===== config.mk =====
export PLATFORM = sky130hd
export DESIGN_NAME = gpc_port_ctrl
export DESIGN_NICKNAME = d
export VERILOG_FILES = /design/src/hdl/gpc_pkg.sv /design/src/hdl/gpc_port_ctrl.sv
export SDC_FILE = /design/constraint.sdc
export NUM_CORES = 1
export LEC_CHECK = 0
export ABC_CLOCK_PERIOD_IN_PS = 4800
export BUFFER_PORTS_ARGS = -buffer_cell sky130_fd_sc_hd__buf_2
export CORE_MARGIN = 2
export CORE_UTILIZATION = 60
export CTS_BUF_LIST = sky130_fd_sc_hd__clkbuf_2
export DETAILED_ROUTE_END_ITERATION = 10
export GPL_ROUTABILITY_DRIVEN = 1
export PLACE_DENSITY = 0.95
export SYNTH_ARGS = -nofsm -noshare
export SYNTH_HDL_FRONTEND = slang
export SYNTH_SLANG_ARGS = --single-unit

===== constraint.sdc =====
create_clock -name pclk -period 4.8 [get_ports pclk]
set_input_delay 0.24 -clock pclk [delete_from_list [all_inputs] [get_ports pclk]]
set_output_delay 0.24 -clock pclk [all_outputs]
set_load 0.01 [all_outputs]

===== src/hdl/gpc_pkg.sv =====
// Package for the port pad control block: register map, reset values,
// field positions and the packed carriers for pin groups.
// Assumes a 32-bit APB slave with byte-wide registers in the low lane.
package gpc_pkg;

	// ****************************************************************
	// Bus and map
	// ****************************************************************
	localparam int GPC_ADDR_W = 8;
	localparam int GPC_DATA_W = 32;
	// Per-port block: paddr[5:4] picks port, paddr[3:2] picks the kind
	localparam logic [1:0] GPC_KIND_DATA = 2'h0;
	localparam logic [1:0] GPC_KIND_DIR = 2'h1;
	localparam logic [1:0] GPC_KIND_PULL = 2'h2;
	localparam logic [1:0] GPC_KIND_WAKE = 2'h3;
	localparam logic [GPC_ADDR_W-1:0] GPC_OFS_PORT_LAST = 8'h3C;
	localparam logic [GPC_ADDR_W-1:0] GPC_OFS_PA_DATA = 8'h00;
	localparam logic [GPC_ADDR_W-1:0] GPC_OFS_STRENGTH = 8'h40;
	localparam logic [GPC_ADDR_W-1:0] GPC_OFS_DRIVE0 = 8'h44;
	localparam logic [GPC_ADDR_W-1:0] GPC_OFS_DRIVE1 = 8'h48;
	localparam logic [GPC_ADDR_W-1:0] GPC_OFS_CTRL = 8'h4C;
	localparam logic [GPC_ADDR_W-1:0] GPC_OFS_IRQ_STAT = 8'h50;
	localparam logic [GPC_ADDR_W-1:0] GPC_OFS_IRQ_CLR = 8'h54;
	localparam logic [GPC_ADDR_W-1:0] GPC_OFS_IRQ_EN = 8'h58;

	// ****************************************************************
	// Reset values and field positions
	// ****************************************************************
	localparam logic [7:0] GPC_RST_ZERO = 8'h00;
	localparam logic [7:0] GPC_RST_DIR = 8'hFF;
	localparam int GPC_BIT_STRONG = 0;
	localparam int GPC_BIT_INPUT_READ = 0;
	// Implemented pins per port, small and large variant
	localparam logic [7:0] GPC_MASK_FULL = 8'hFF;
	localparam logic [7:0] GPC_MASK_C_SMALL = 8'h3F;
	localparam logic [7:0] GPC_MASK_D_SMALL = 8'h0F;
	localparam logic [7:0] GPC_MASK_D_LARGE = 8'h3F;
	localparam logic [7:0] GPC_MASK_DRV1_SMALL = 8'h3F;
	localparam logic [7:0] GPC_MASK_STRENGTH = 8'h01;
	localparam logic [7:0] GPC_MASK_CTRL = 8'h01;
	localparam int GPC_PORT_A = 0;
	localparam int GPC_PORT_C = 2;
	localparam int GPC_HALF = 4;

	// ****************************************************************
	// Carriers
	// ****************************************************************
	typedef struct packed {
		logic [7:0] pd;
		logic [7:0] pc;
		logic [7:0] pb;
		logic [7:0] pa;
	} gpc_pins_t;

	typedef logic [31:0][1:0] gpc_drv_t;

endpackage


===== src/hdl/gpc_port_ctrl.sv =====
// Port A..D pad control: direction, data latches, pull-ups with a global
// strength select, Port A wake-up, source-current levels, APB registers.
// Assumes pins are asynchronous to pclk; alt_sel, alt_od and low_power
// come from logic on pclk.
`timescale 1ns/10ps

// Function
// - Each implemented pin has a pull-up enable bit, 1 connects and 0 disconnects, cleared at reset.
// - A pull-up is applied only while the pin is a digital input or an open-drain output.
// - One global strength bit picks weak (0) or strong (1) pull-ups and resets to 0.
// - The strength bit never turns on a pull-up whose enable is off.
// - In sleep or idle, a high-to-low change on a wake-enabled Port A pin raises a wake-up request.
// - Wake-up enable counts only for a general purpose input while in idle or sleep.
// - Port A has an eight-bit wake-up enable register, bit n for pin n, cleared at reset.
// - Each pin has a direction bit, 1 input and 0 push-pull output, set to 1 at reset.
// - A data read of an input pin returns the level on the pin.
// - A data read of an output pin with input read disabled returns the output latch.
// - Output latches hold until the data register is written again; inputs are sampled at the read.
// - A group's source-current level acts only on pins driven as push-pull outputs.
// - Drive register 0 holds PB7-4, PB3-0, PA7-4, PA3-0 in bit pairs 7-6 down to 1-0, reset 0.
// - In the small variant drive register 1 holds PD3-0, PC5-4, PC3-0 in bits 5-0, bits 7-6 read 0.
// - In the large variant drive register 1 adds PD5-4 at bits 7-6, and bits 3-2 cover PC7-4.
// - Unimplemented bits read as 0 and ignore writes.
module gpc_port_ctrl
	import gpc_pkg::*;
#(
	parameter bit LARGE_VARIANT = 1'b0
) (
	input wire logic pclk, // System clock
	input wire logic presetn, // Async reset, active low
	input wire logic psel, // APB select
	input wire logic penable, // APB enable
	input wire logic pwrite, // APB direction
	input wire logic [GPC_ADDR_W-1:0] paddr, // APB byte address
	input wire logic [GPC_DATA_W-1:0] pwdata, // APB write data
	output logic [GPC_DATA_W-1:0] prdata, // APB read data
	output logic pready, // APB ready
	output logic pslverr, // APB error, unmapped address
	input wire gpc_pins_t pin_in, // Pad input levels, async
	input wire gpc_pins_t alt_sel, // 1: pin given to a shared function
	input wire gpc_pins_t alt_od, // 1: shared function is open-drain
	input wire logic low_power, // Idle or sleep mode
	output gpc_pins_t pad_out, // Pad output value
	output gpc_pins_t pad_oe, // Pad output enable
	output gpc_pins_t pad_pu, // Pull-up connected
	output gpc_pins_t pad_pu_strong, // Strong pull-up selected
	output gpc_drv_t pad_drv, // Source-current level per pin
	output logic wake_req, // Wake-up pulse
	output logic irq // Level interrupt
);

	// ****************************************************************
	// Declarations
	// ****************************************************************
	logic [3:0][7:0] data_ff, dir_ff, pull_ff, impl;
	logic [7:0] wake_en_ff, drv0_ff, drv1_ff, drv1_mask;
	logic strong_ff, read_in_ff;
	logic [7:0] irq_stat_ff, irq_en_ff;
	logic [31:0] sync1_ff, sync2_ff, prev_ff;
	logic [31:0] pin_gpio, pin_is_in, pu_on, pp_out;
	logic [7:0] wake_hit;
	logic setup_ph, wr_commit, port_hit, map_hit;
	logic [1:0] acc_port, acc_kind;
	logic [7:0] wr_byte, rd_byte, rd_pins, clr_bits;
	logic [GPC_DATA_W-1:0] prdata_ff;
	logic pready_ff, pslverr_ff, wake_req_ff, irq_ff;
	gpc_pins_t pad_out_ff, pad_oe_ff, pad_pu_ff, pad_strong_ff;
	gpc_drv_t drv_ff, drv_c;

	// Implemented pins per port and variant
	assign impl[0] = GPC_MASK_FULL;
	assign impl[1] = GPC_MASK_FULL;
	assign impl[2] = LARGE_VARIANT ? GPC_MASK_FULL : GPC_MASK_C_SMALL;
	assign impl[3] = LARGE_VARIANT ? GPC_MASK_D_LARGE : GPC_MASK_D_SMALL;
	assign drv1_mask = LARGE_VARIANT ? GPC_MASK_FULL : GPC_MASK_DRV1_SMALL;

	// ****************************************************************
	// APB decode
	// ****************************************************************
	// Zero-wait slave: read data is captured in setup, writes commit in access, ready raised for access
	assign setup_ph = psel & ~penable;
	assign wr_commit = psel & penable & pready_ff & pwrite;
	assign acc_port = paddr[5:4];
	assign acc_kind = paddr[3:2];
	assign port_hit = (paddr <= GPC_OFS_PORT_LAST) && (paddr[1:0] == 2'h0) &&
		((acc_kind != GPC_KIND_WAKE) || (acc_port == 2'(GPC_PORT_A)));
	assign map_hit = port_hit || (paddr == GPC_OFS_STRENGTH) || (paddr == GPC_OFS_DRIVE0) ||
		(paddr == GPC_OFS_DRIVE1) || (paddr == GPC_OFS_CTRL) || (paddr == GPC_OFS_IRQ_STAT) ||
		(paddr == GPC_OFS_IRQ_CLR) || (paddr == GPC_OFS_IRQ_EN);
	assign wr_byte = pwdata[7:0];

	// Pin level or latch per bit, sampled at the read
	always_comb begin
		for (int b = 0; b < 8; b++) begin
			if (dir_ff[acc_port][b] || read_in_ff) begin
				rd_pins[b] = sync2_ff[{acc_port, 3'(b)}];
			end else begin
				rd_pins[b] = data_ff[acc_port][b];
			end
		end
	end

	// Read multiplexer; unimplemented bits come back zero
	always_comb begin
		rd_byte = GPC_RST_ZERO;
		if (port_hit) begin
			case (acc_kind)
				GPC_KIND_DATA: rd_byte = rd_pins & impl[acc_port];
				GPC_KIND_DIR: rd_byte = dir_ff[acc_port] & impl[acc_port];
				GPC_KIND_PULL: rd_byte = pull_ff[acc_port] & impl[acc_port];
				default: rd_byte = wake_en_ff;
			endcase
		end else begin
			case (paddr)
				GPC_OFS_STRENGTH: rd_byte = {7'h00, strong_ff};
				GPC_OFS_DRIVE0: rd_byte = drv0_ff;
				GPC_OFS_DRIVE1: rd_byte = drv1_ff & drv1_mask;
				GPC_OFS_CTRL: rd_byte = {7'h00, read_in_ff};
				GPC_OFS_IRQ_STAT: rd_byte = irq_stat_ff;
				GPC_OFS_IRQ_EN: rd_byte = irq_en_ff;
				default: rd_byte = GPC_RST_ZERO;
			endcase
		end
	end

	// Bus answer registered in setup so every bus output is a flop
	always_ff @(posedge pclk or negedge presetn) begin
		if (!presetn) begin
			prdata_ff <= 32'h0000_0000;
			pready_ff <= 1'b0;
			pslverr_ff <= 1'b0;
		end else begin
			pready_ff <= setup_ph;
			if (setup_ph) begin
				prdata_ff <= pwrite ? 32'h0000_0000 : {24'h00_0000, rd_byte};
				pslverr_ff <= ~map_hit;
			end
		end
	end

	// ****************************************************************
	// Control registers
	// ****************************************************************
	// Per-port data, direction and pull-up; writes masked to real pins
	always_ff @(posedge pclk or negedge presetn) begin
		if (!presetn) begin
			data_ff <= {4{GPC_RST_ZERO}};
			dir_ff <= {4{GPC_RST_DIR}};
			pull_ff <= {4{GPC_RST_ZERO}};
		end else if (wr_commit && port_hit) begin
			case (acc_kind)
				GPC_KIND_DATA: data_ff[acc_port] <= wr_byte & impl[acc_port];
				GPC_KIND_DIR: dir_ff[acc_port] <= (wr_byte & impl[acc_port]) | ~impl[acc_port];
				GPC_KIND_PULL: pull_ff[acc_port] <= wr_byte & impl[acc_port];
				default: ;
			endcase
		end
	end

	// Port A wake enables
	always_ff @(posedge pclk or negedge presetn) begin
		if (!presetn) begin
			wake_en_ff <= GPC_RST_ZERO;
		end else if (wr_commit && port_hit && acc_kind == GPC_KIND_WAKE) begin
			wake_en_ff <= wr_byte;
		end
	end

	// Global byte registers
	always_ff @(posedge pclk or negedge presetn) begin
		if (!presetn) begin
			strong_ff <= 1'b0;
			drv0_ff <= GPC_RST_ZERO;
			drv1_ff <= GPC_RST_ZERO;
			read_in_ff <= 1'b0;
			irq_en_ff <= GPC_RST_ZERO;
		end else if (wr_commit) begin
			case (paddr)
				GPC_OFS_STRENGTH: strong_ff <= wr_byte[GPC_BIT_STRONG];
				GPC_OFS_DRIVE0: drv0_ff <= wr_byte;
				GPC_OFS_DRIVE1: drv1_ff <= wr_byte & drv1_mask;
				GPC_OFS_CTRL: read_in_ff <= wr_byte[GPC_BIT_INPUT_READ];
				GPC_OFS_IRQ_EN: irq_en_ff <= wr_byte;
				default: ;
			endcase
		end
	end

	// ****************************************************************
	// Pin sampling and wake-up
	// ****************************************************************
	// Two-stage synchroniser; prev_ff follows the second stage only
	always_ff @(posedge pclk or negedge presetn) begin
		if (!presetn) begin
			sync1_ff <= 32'h0000_0000;
			sync2_ff <= 32'h0000_0000;
			prev_ff <= 32'h0000_0000;
		end else begin
			sync1_ff <= pin_in;
			sync2_ff <= sync1_ff;
			prev_ff <= sync2_ff;
		end
	end

	// Pin roles used by the gating below
	assign pin_gpio = ~alt_sel;
	assign pin_is_in = dir_ff;
	assign pp_out = pin_gpio & ~pin_is_in;

	// Falling edge on an enabled general purpose input while halted
	always_comb begin
		for (int b = 0; b < 8; b++) begin
			wake_hit[b] = low_power && wake_en_ff[b] && pin_gpio[b] && pin_is_in[b] &&
				prev_ff[b] && !sync2_ff[b];
		end
	end

	// Status is sticky; a new edge beats a clear in the same cycle
	assign clr_bits = (wr_commit && paddr == GPC_OFS_IRQ_CLR) ? wr_byte : GPC_RST_ZERO;
	always_ff @(posedge pclk or negedge presetn) begin
		if (!presetn) begin
			irq_stat_ff <= GPC_RST_ZERO;
			wake_req_ff <= 1'b0;
			irq_ff <= 1'b0;
		end else begin
			irq_stat_ff <= (irq_stat_ff & ~clr_bits) | wake_hit;
			wake_req_ff <= |wake_hit;
			irq_ff <= |(irq_stat_ff & irq_en_ff);
		end
	end

	// ****************************************************************
	// Pad controls
	// ****************************************************************
	// Pull-up only on digital inputs or open-drain shared outputs
	assign pu_on = pull_ff & ((pin_gpio & pin_is_in) | (alt_sel & alt_od));

	// Level per pin from its group; low half and high half of each port
	genvar gi;
	generate
		for (gi = 0; gi < 32; gi++) begin : g_drv
			localparam int PORT = gi / 8;
			localparam int HI = ((gi % 8) >= GPC_HALF) ? 1 : 0;
			localparam int LO_BIT = ((PORT % 2) * 4) + (HI * 2);
			logic [1:0] grp;
			assign grp = (PORT < GPC_PORT_C) ? drv0_ff[LO_BIT +: 2] : drv1_ff[LO_BIT +: 2];
			assign drv_c[gi] = pp_out[gi] ? grp : 2'h0;
		end
	endgenerate

	// Pad outputs follow the registers one cycle after a write
	always_ff @(posedge pclk or negedge presetn) begin
		if (!presetn) begin
			pad_out_ff <= '0;
			pad_oe_ff <= '0;
			pad_pu_ff <= '0;
			pad_strong_ff <= '0;
			drv_ff <= '0;
		end else begin
			pad_out_ff <= data_ff & pp_out;
			pad_oe_ff <= pp_out;
			pad_pu_ff <= pu_on;
			pad_strong_ff <= pu_on & {32{strong_ff}};
			drv_ff <= drv_c;
		end
	end

	assign prdata = prdata_ff;
	assign pready = pready_ff;
	assign pslverr = pslverr_ff;
	assign pad_out = pad_out_ff;
	assign pad_oe = pad_oe_ff;
	assign pad_pu = pad_pu_ff;
	assign pad_pu_strong = pad_strong_ff;
	assign pad_drv = drv_ff;
	assign wake_req = wake_req_ff;
	assign irq = irq_ff;

	logic [31:0] drv_any;
	always_comb begin
		for (int i = 0; i < 32; i++) begin
			drv_any[i] = |pad_drv[i];
		end
	end
endmodule // gpc_port_ctrl


==> impl_metrics.env, run 1 <==
export IMPL_gp_congestion=0.956
export IMPL_synth_cell_types=62
export IMPL_max_slew_worst_pin_slew_ns=1.03
export IMPL_clk_latency_ns=0.92
export IMPL_use_met3_pct=10.9
export IMPL_cp_end_kind="register"
export IMPL_status="finished, final reports clean"
export IMPL_power_uw=6280
export IMPL_cp_data_arrival_time_ns=4.01
export IMPL_comb_power_share_pct=6.9
export IMPL_htree_levels=3
export IMPL_fin_cells=2014
export IMPL_num_vias=11400
export IMPL_area_growth_syn_to_layout_pct=27.2
export IMPL_first_global_vias=12100
export IMPL_final_cell_mix="dfrtp_1 (370), buf_2 (311), clkbuf_2 (152)"
export IMPL_synth_edf_count=0
export IMPL_clock_power_share_pct=37.9
export IMPL_clk_pin_slew_ns=0.14
export IMPL_grt_ovfl_total=0
export IMPL_maxSlewHeadroom_pct=31.2
export IMPL_start_util_pct=61.1
export IMPL_synthArstFlopShare_pct=100
export IMPL_fin_crit_ns=3.17
export IMPL_synth_largest_area_cell="dfrtp_1"
export IMPL_clock_sinks=402
export IMPL_post_cts_setup_buffer_count=0
export IMPL_synth_area_sq_um=15300
export IMPL_dieWidth_microns=164
export IMPL_drive_above_1_share_pct=36.3
export IMPL_worstSetupStartpointType="primary input"
export IMPL_die_h_microns=164
export IMPL_synthTopCellsByArea="dfrtp_1 (60%), dfstp_2 (5.5%), and2_1 (5.1%)"
export IMPL_period_share_pct=66.0
export IMPL_drcViolationCount=0
export IMPL_top_usage_layer="met2"
export IMPL_hpwlAfterDp_microns=27900
export IMPL_p_seq_share_pct=55.2
export IMPL_clk_path_buf_depth=3
export IMPL_cts_root_buf="clkbuf_2"
export IMPL_post_drt_wl_per_cell_microns=22.8
export IMPL_ir_worst_vdd_v=0.000276
export IMPL_use_met1_pct=41.0
export IMPL_core_sq_um=25100
export IMPL_io_pins=370
export IMPL_leakage_uw=0.0104
export IMPL_grt_max_degree=124
export IMPL_rsz0062_at_grt="false"
export IMPL_drt_first_pass_iters=6
export IMPL_slew_violations=0
export IMPL_wirelength_microns=45800
export IMPL_hold_path_class="in2reg"
export IMPL_fin_area_sq_um=19500
export IMPL_finalHoldViolCount=0
export IMPL_grt_pass1_wl_microns=68400
export IMPL_ys_seq_area_share_pct=65.8
export IMPL_num_nets_final=1747
export IMPL_grtUsageMet2_pct=56.6
export IMPL_ys_seq_elements=402
export IMPL_ys_warn_count=0
export IMPL_synth_ff_type="dfrtp_1"
export IMPL_grt_total_usage_pct=34.8
export IMPL_fin_worst_skew_ns=0.0650
export IMPL_cp_max_fo=14
export IMPL_synthCells=1081
export IMPL_p_int_uw=4620
export IMPL_antenna_found_initial=3
export IMPL_syn_avg_cell_area_sq_um=14.2
export IMPL_cp_data_required_time_ns=5.64
export IMPL_mostFrequentLayoutCell="dfrtp_1"
export IMPL_die_area_sq_um=26900
export IMPL_synth_top_cell_area_share_pct=60.4
export IMPL_numCtsBuffers=95
export IMPL_postRouteAntennaNets=0
export IMPL_port_buffers=312
export IMPL_dpl_cell_count=1685
export IMPL_holdWs_ns=0.0771
export IMPL_placed_area_sq_um=17100
export IMPL_cts_tree="built"
export IMPL_rows=58
export IMPL_critPathKind="in2reg"
export IMPL_setup_tns_final_ns=0
export IMPL_netSwitchingFraction_pct=26.4
export IMPL_via_per_inst=5.68
export IMPL_power_per_cell_area_nw_per_um2=322
export IMPL_max_freq_mhz=315
export IMPL_drt_iter0_drc=1199
export IMPL_p_sw_uw=1660
export IMPL_setup_violations=0
export IMPL_drv_cap=0
-- critical path, stage by stage --
cell	delay (ns)
dlygate4sd3_1	0.58
buf_2	0.17
nor4b_2	0.48
nor2b_1	0.79
a22o_1	0.28
o221ai_1	0.12
dlygate4sd3_1	0.59
o21ai_1	0.15
dlygate4sd3_1	0.62
-- stage by stage --
| step | util, % | setup WS [ns] |
|---|---|---|
| 2_1_floorplan | - | 2.96 |
| 3_3_place_gp | 67.9 | 2.01 |
| 3_5_place_dp | 67.9 | 1.97 |
| 4_1_cts | 77.7 | 1.84 |
| 5_1_grt | 77.7 | 1.54 |
| 6_report | 77.7 | 1.63 |
-- path summary, 6_finish.rpt --
kind                              start            to  slack [ns]  cells after the start
min in group asynchronous       presetn    drv1_ff[5]        0.46                      3
hold reg to reg            sync1_ff[14]  sync2_ff[14]        0.36                      0
hold / removal              alt_sel[12]    pad_oe[12]        0.08                      3
setup / recovery               paddr[0]     prdata[7]        1.63                      9
setup reg to reg             dir_ff[15]     prdata[7]        2.06                      7
max in group asynchronous       presetn   sync2_ff[4]        3.06                      4
-- state kept, by name, indices dropped and copies added, names as in the netlist, 8 cells and up --
register	flops
data_ff	32
dir_ff	32
drv0_ff	8
irq_en_ff	8
irq_stat_ff	8
pad_drv	56
pad_oe	32
pad_out	32
pad_pu	32
pad_pu_strong	32
prdata	8
prev_ff	8
pull_ff	32
sync1_ff	31
sync2_ff	31
wake_en_ff	8
-- layer usage --
metal / wire length [microns] / share of wire (%)
met1: 16100 / 35
met2: 22400 / 49
met3: 4610 / 10
met4: 2680 / 5.8
met5: 14 / 0.031
-- area by class of cell --
class / instances / area [sq um]
sequential: 402 / 10100
clock buffer: 152 / 761
antenna: 3 / 7.51
fill: 1432 / 5600
clock inverter: 25 / 181
timing repair buffer: 466 / 3140
multi-input combinational: 630 / 4890
tap: 330 / 413
inverter: 6 / 22.5
-- cell families (layout without fill, tap and decap cells) --
group,after synthesis,in the layout,synth area share [%]
DFF,402,402,65.8
and+or+nand+nor,326,326,12.2
muxes,173,173,14.0
AOI/OAI and AO/OA,95,95,4.58
buffers and inverters,80,649,3.07
adders and majority gates,4,4,0.326
other,1,35,0.0244
-- synthesized netlist by cell type (5+ instances only) --
library cell and count:
dfrtp_1 370, and2_1 125, mux2_2 61, nor2_1 53, mux2_1 50, nand2_1 41
mux2i_1 40, nor2b_1 38, buf_4 34, dfstp_2 32, clkbuf_1 22, mux4_2 22
a21oi_1 16, buf_2 13, nand2b_1 12, nand3_1 9, a21boi_0 8, a21o_1 8
a22o_1 8, nand4b_1 8, o21ai_0 8, a22oi_1 7, and3_1 7, nor2_4 6
o221ai_1 6, inv_1 5
-- power groups by stage --
stage	Clock, uW	Combinational, uW	Sequential [uW]
detailed placement	0	324	3530
floorplan	0	147	3530
global placement	0	313	3520
global route	2600	469	3470
finish	2380	436	3460
CTS	2350	420	3460
-- repair_timing --
| action | 4_1_cts | 5_1_grt |
|---|---|---|
| hold buffers | 149 | 0 |
| resized for setup | 0 | 0 |
| endpoints found under the hold margin | 450 | 0 |
(Power assumes the default switching activity.)
==> inputs of run 2 (changes only) <==
- ABC_CLOCK_PERIOD_IN_PS: 4800 -> 2600
- CORE_UTILIZATION: 60 -> 50
- PLACE_DENSITY: 0.95 -> 0.87
- clock period: 4.8 -> 2.6 ns (I/O delays scaled with it)
==> impl_metrics.env, run 2 (synthesis gave the netlist of run 1 again) <==
export IMPL_port_buffers=312
export IMPL_status="finished, final reports clean"
export IMPL_setup_tns_final_ns=0
export IMPL_seqCellArea_sq_um=10100
export IMPL_die_h_microns=179
export IMPL_dieWidth_microns=179
export IMPL_clk_path_buf_depth=3
export IMPL_cts_resized=0
export IMPL_cp_data_required_time_ns=3.48
export IMPL_ir_worst_vdd_v=0.000341
export IMPL_htree_levels=3
export IMPL_fillCellCount=2061
export IMPL_drcViolationCount=0
export IMPL_cp_end_kind="register"
export IMPL_drive_above_1_share_pct=35.5
export IMPL_hpwlAfterDp_microns=28900
export IMPL_clock_sinks=402
export IMPL_clk_latency_ns=0.93
export IMPL_placed_area_sq_um=17300
export IMPL_first_global_vias=12000
export IMPL_clk_pin_slew_ns=0.13
export IMPL_power_per_cell_area_nw_per_um2=588
export IMPL_drt_iter0_drc=927
export IMPL_fin_util_pct=66.6
export IMPL_endpoint="prdata[5]"
export IMPL_area_growth_syn_to_layout_pct=32.1
export IMPL_critPathKind="reg2reg"
export IMPL_max_slew_worst_pin_slew_ns=0.806
export IMPL_rrSetupSlack_ns=0.15
export IMPL_rsz0062_at_grt="false"
export IMPL_slew_violations=0
export IMPL_largest_reg_flops=56
export IMPL_critPathLaunch="dir_ff[13]"
export IMPL_cts_tree="built"
export IMPL_rr_startpoint="dir_ff[13]"
export IMPL_core_sq_um=30400
export IMPL_max_freq_mhz=408
export IMPL_cp_data_arrival_time_ns=3.33
export IMPL_wirelength_microns=46100
export IMPL_fin_worst_skew_ns=0.0692
export IMPL_cts_root_buf="clkbuf_2"
export IMPL_finalHoldViolCount=0
export IMPL_hold_path_class="in2reg"
export IMPL_die_area_sq_um=32100
export IMPL_gp_congestion=0.985
export IMPL_post_drt_wl_per_cell_microns=21.5
export IMPL_drt_first_pass_iters=7
export IMPL_ff2ff_path_depth=6
export IMPL_mostFrequentLayoutCell="dfrtp_1"
export IMPL_start_util_pct=50.4
export IMPL_period_share_pct=94.3
export IMPL_fin_area_sq_um=20300
export IMPL_cts_hold_fix_buffers=195
export IMPL_leakage_uw=0.0106
export IMPL_antenna_found_initial=3
export IMPL_cp_max_fo=4
export IMPL_num_nets_final=1808
export IMPL_worstSetupStartpointType="register"
export IMPL_io_pins=370
export IMPL_via_per_inst=5.38
export IMPL_numCtsBuffers=97
export IMPL_grt_pass1_wl_microns=68800
export IMPL_num_vias=11500
export IMPL_drv_cap=0
export IMPL_grt_total_usage_pct=29.0
export IMPL_maxSlewHeadroom_pct=46.3
export IMPL_rows=64
export IMPL_grt_ovfl_total=0
export IMPL_post_cts_setup_buffer_count=0
export IMPL_setup_violations=0
export IMPL_fin_ws_ns=0.149
export IMPL_place_ws_ns=0.465
export IMPL_grt_max_degree=76
export IMPL_multiInputGateArea_sq_um=4890
export IMPL_power_uw=11900
export IMPL_postRouteAntennaNets=0
export IMPL_r2r_end="prdata[5]"
export IMPL_final_cell_mix="dfrtp_1 (370), buf_2 (311), dlygate4sd3_1 (194)"
export IMPL_fin_crit_ns=2.45
-- run 2: how the worst min path moves through the flow --
stage	startpoint	end	slack (ns)	cells after the start
6_report	alt_od[26]	pad_pu[26]	0.07	4
5_1_grt	alt_od[12]	pad_pu[12]	0.02	4
4_1_cts	alt_sel[22]	pad_pu[22]	0.003	4
3_5_place_dp	presetn	pad_drv[29]	0.16	1
3_3_place_gp	presetn	pad_drv[28]	0.16	1
2_1_floorplan	presetn	data_ff[0]	-0.17	0
-- run 2: power breakdown --
group          switching [uW]  internal [uW]  leakage (uW)  total, uW
Clock                    2570           2050      0.000729       4630
Sequential               41.5           6350       0.00526       6390
Combinational             484            405       0.00466        890
Total                    3100           8810        0.0106      11900
-- run 2: metrics by stage --
| step | hold slack, ns | cells |
|---|---|---|
| after floorplan | -0.166 | 1112 |
| after global placement | 0.159 | 1764 |
| after detailed placement | 0.164 | 1764 |
| after CTS | 0.00268 | 2136 |
| after global routing | 0.0248 | 2138 |
| final | 0.0660 | 2139 |
-- run 2: area by class of cell --
class                      count  share of cell area [%]
inverter                       6                   0.111
timing repair buffer         525                    18.5
clock buffer                 140                    3.46
tap                          396                    2.45
multi-input combinational    630                    24.1
antenna                        3                  0.0371
clock inverter                37                    1.53
sequential                   402                    49.8
-- run 2: metal layers --
metal	track usage, %	vias up	wire, microns
met4	16.7	0	2450
met1	35.0	5703	16900
met5	0	-	0
met3	7.44	169	4290
li1	-	4896	-
met2	47.4	747	22400
-- run 2: worst max-delay path: stages (launching register included) --
cell and delay [ns]:
dfstp_2 0.43, mux4_2 0.50, a2111oi_2 0.34, a211oi_1 0.09, o31ai_1 0.31, a32o_1 0.20, dlygate4sd3_1 0.54
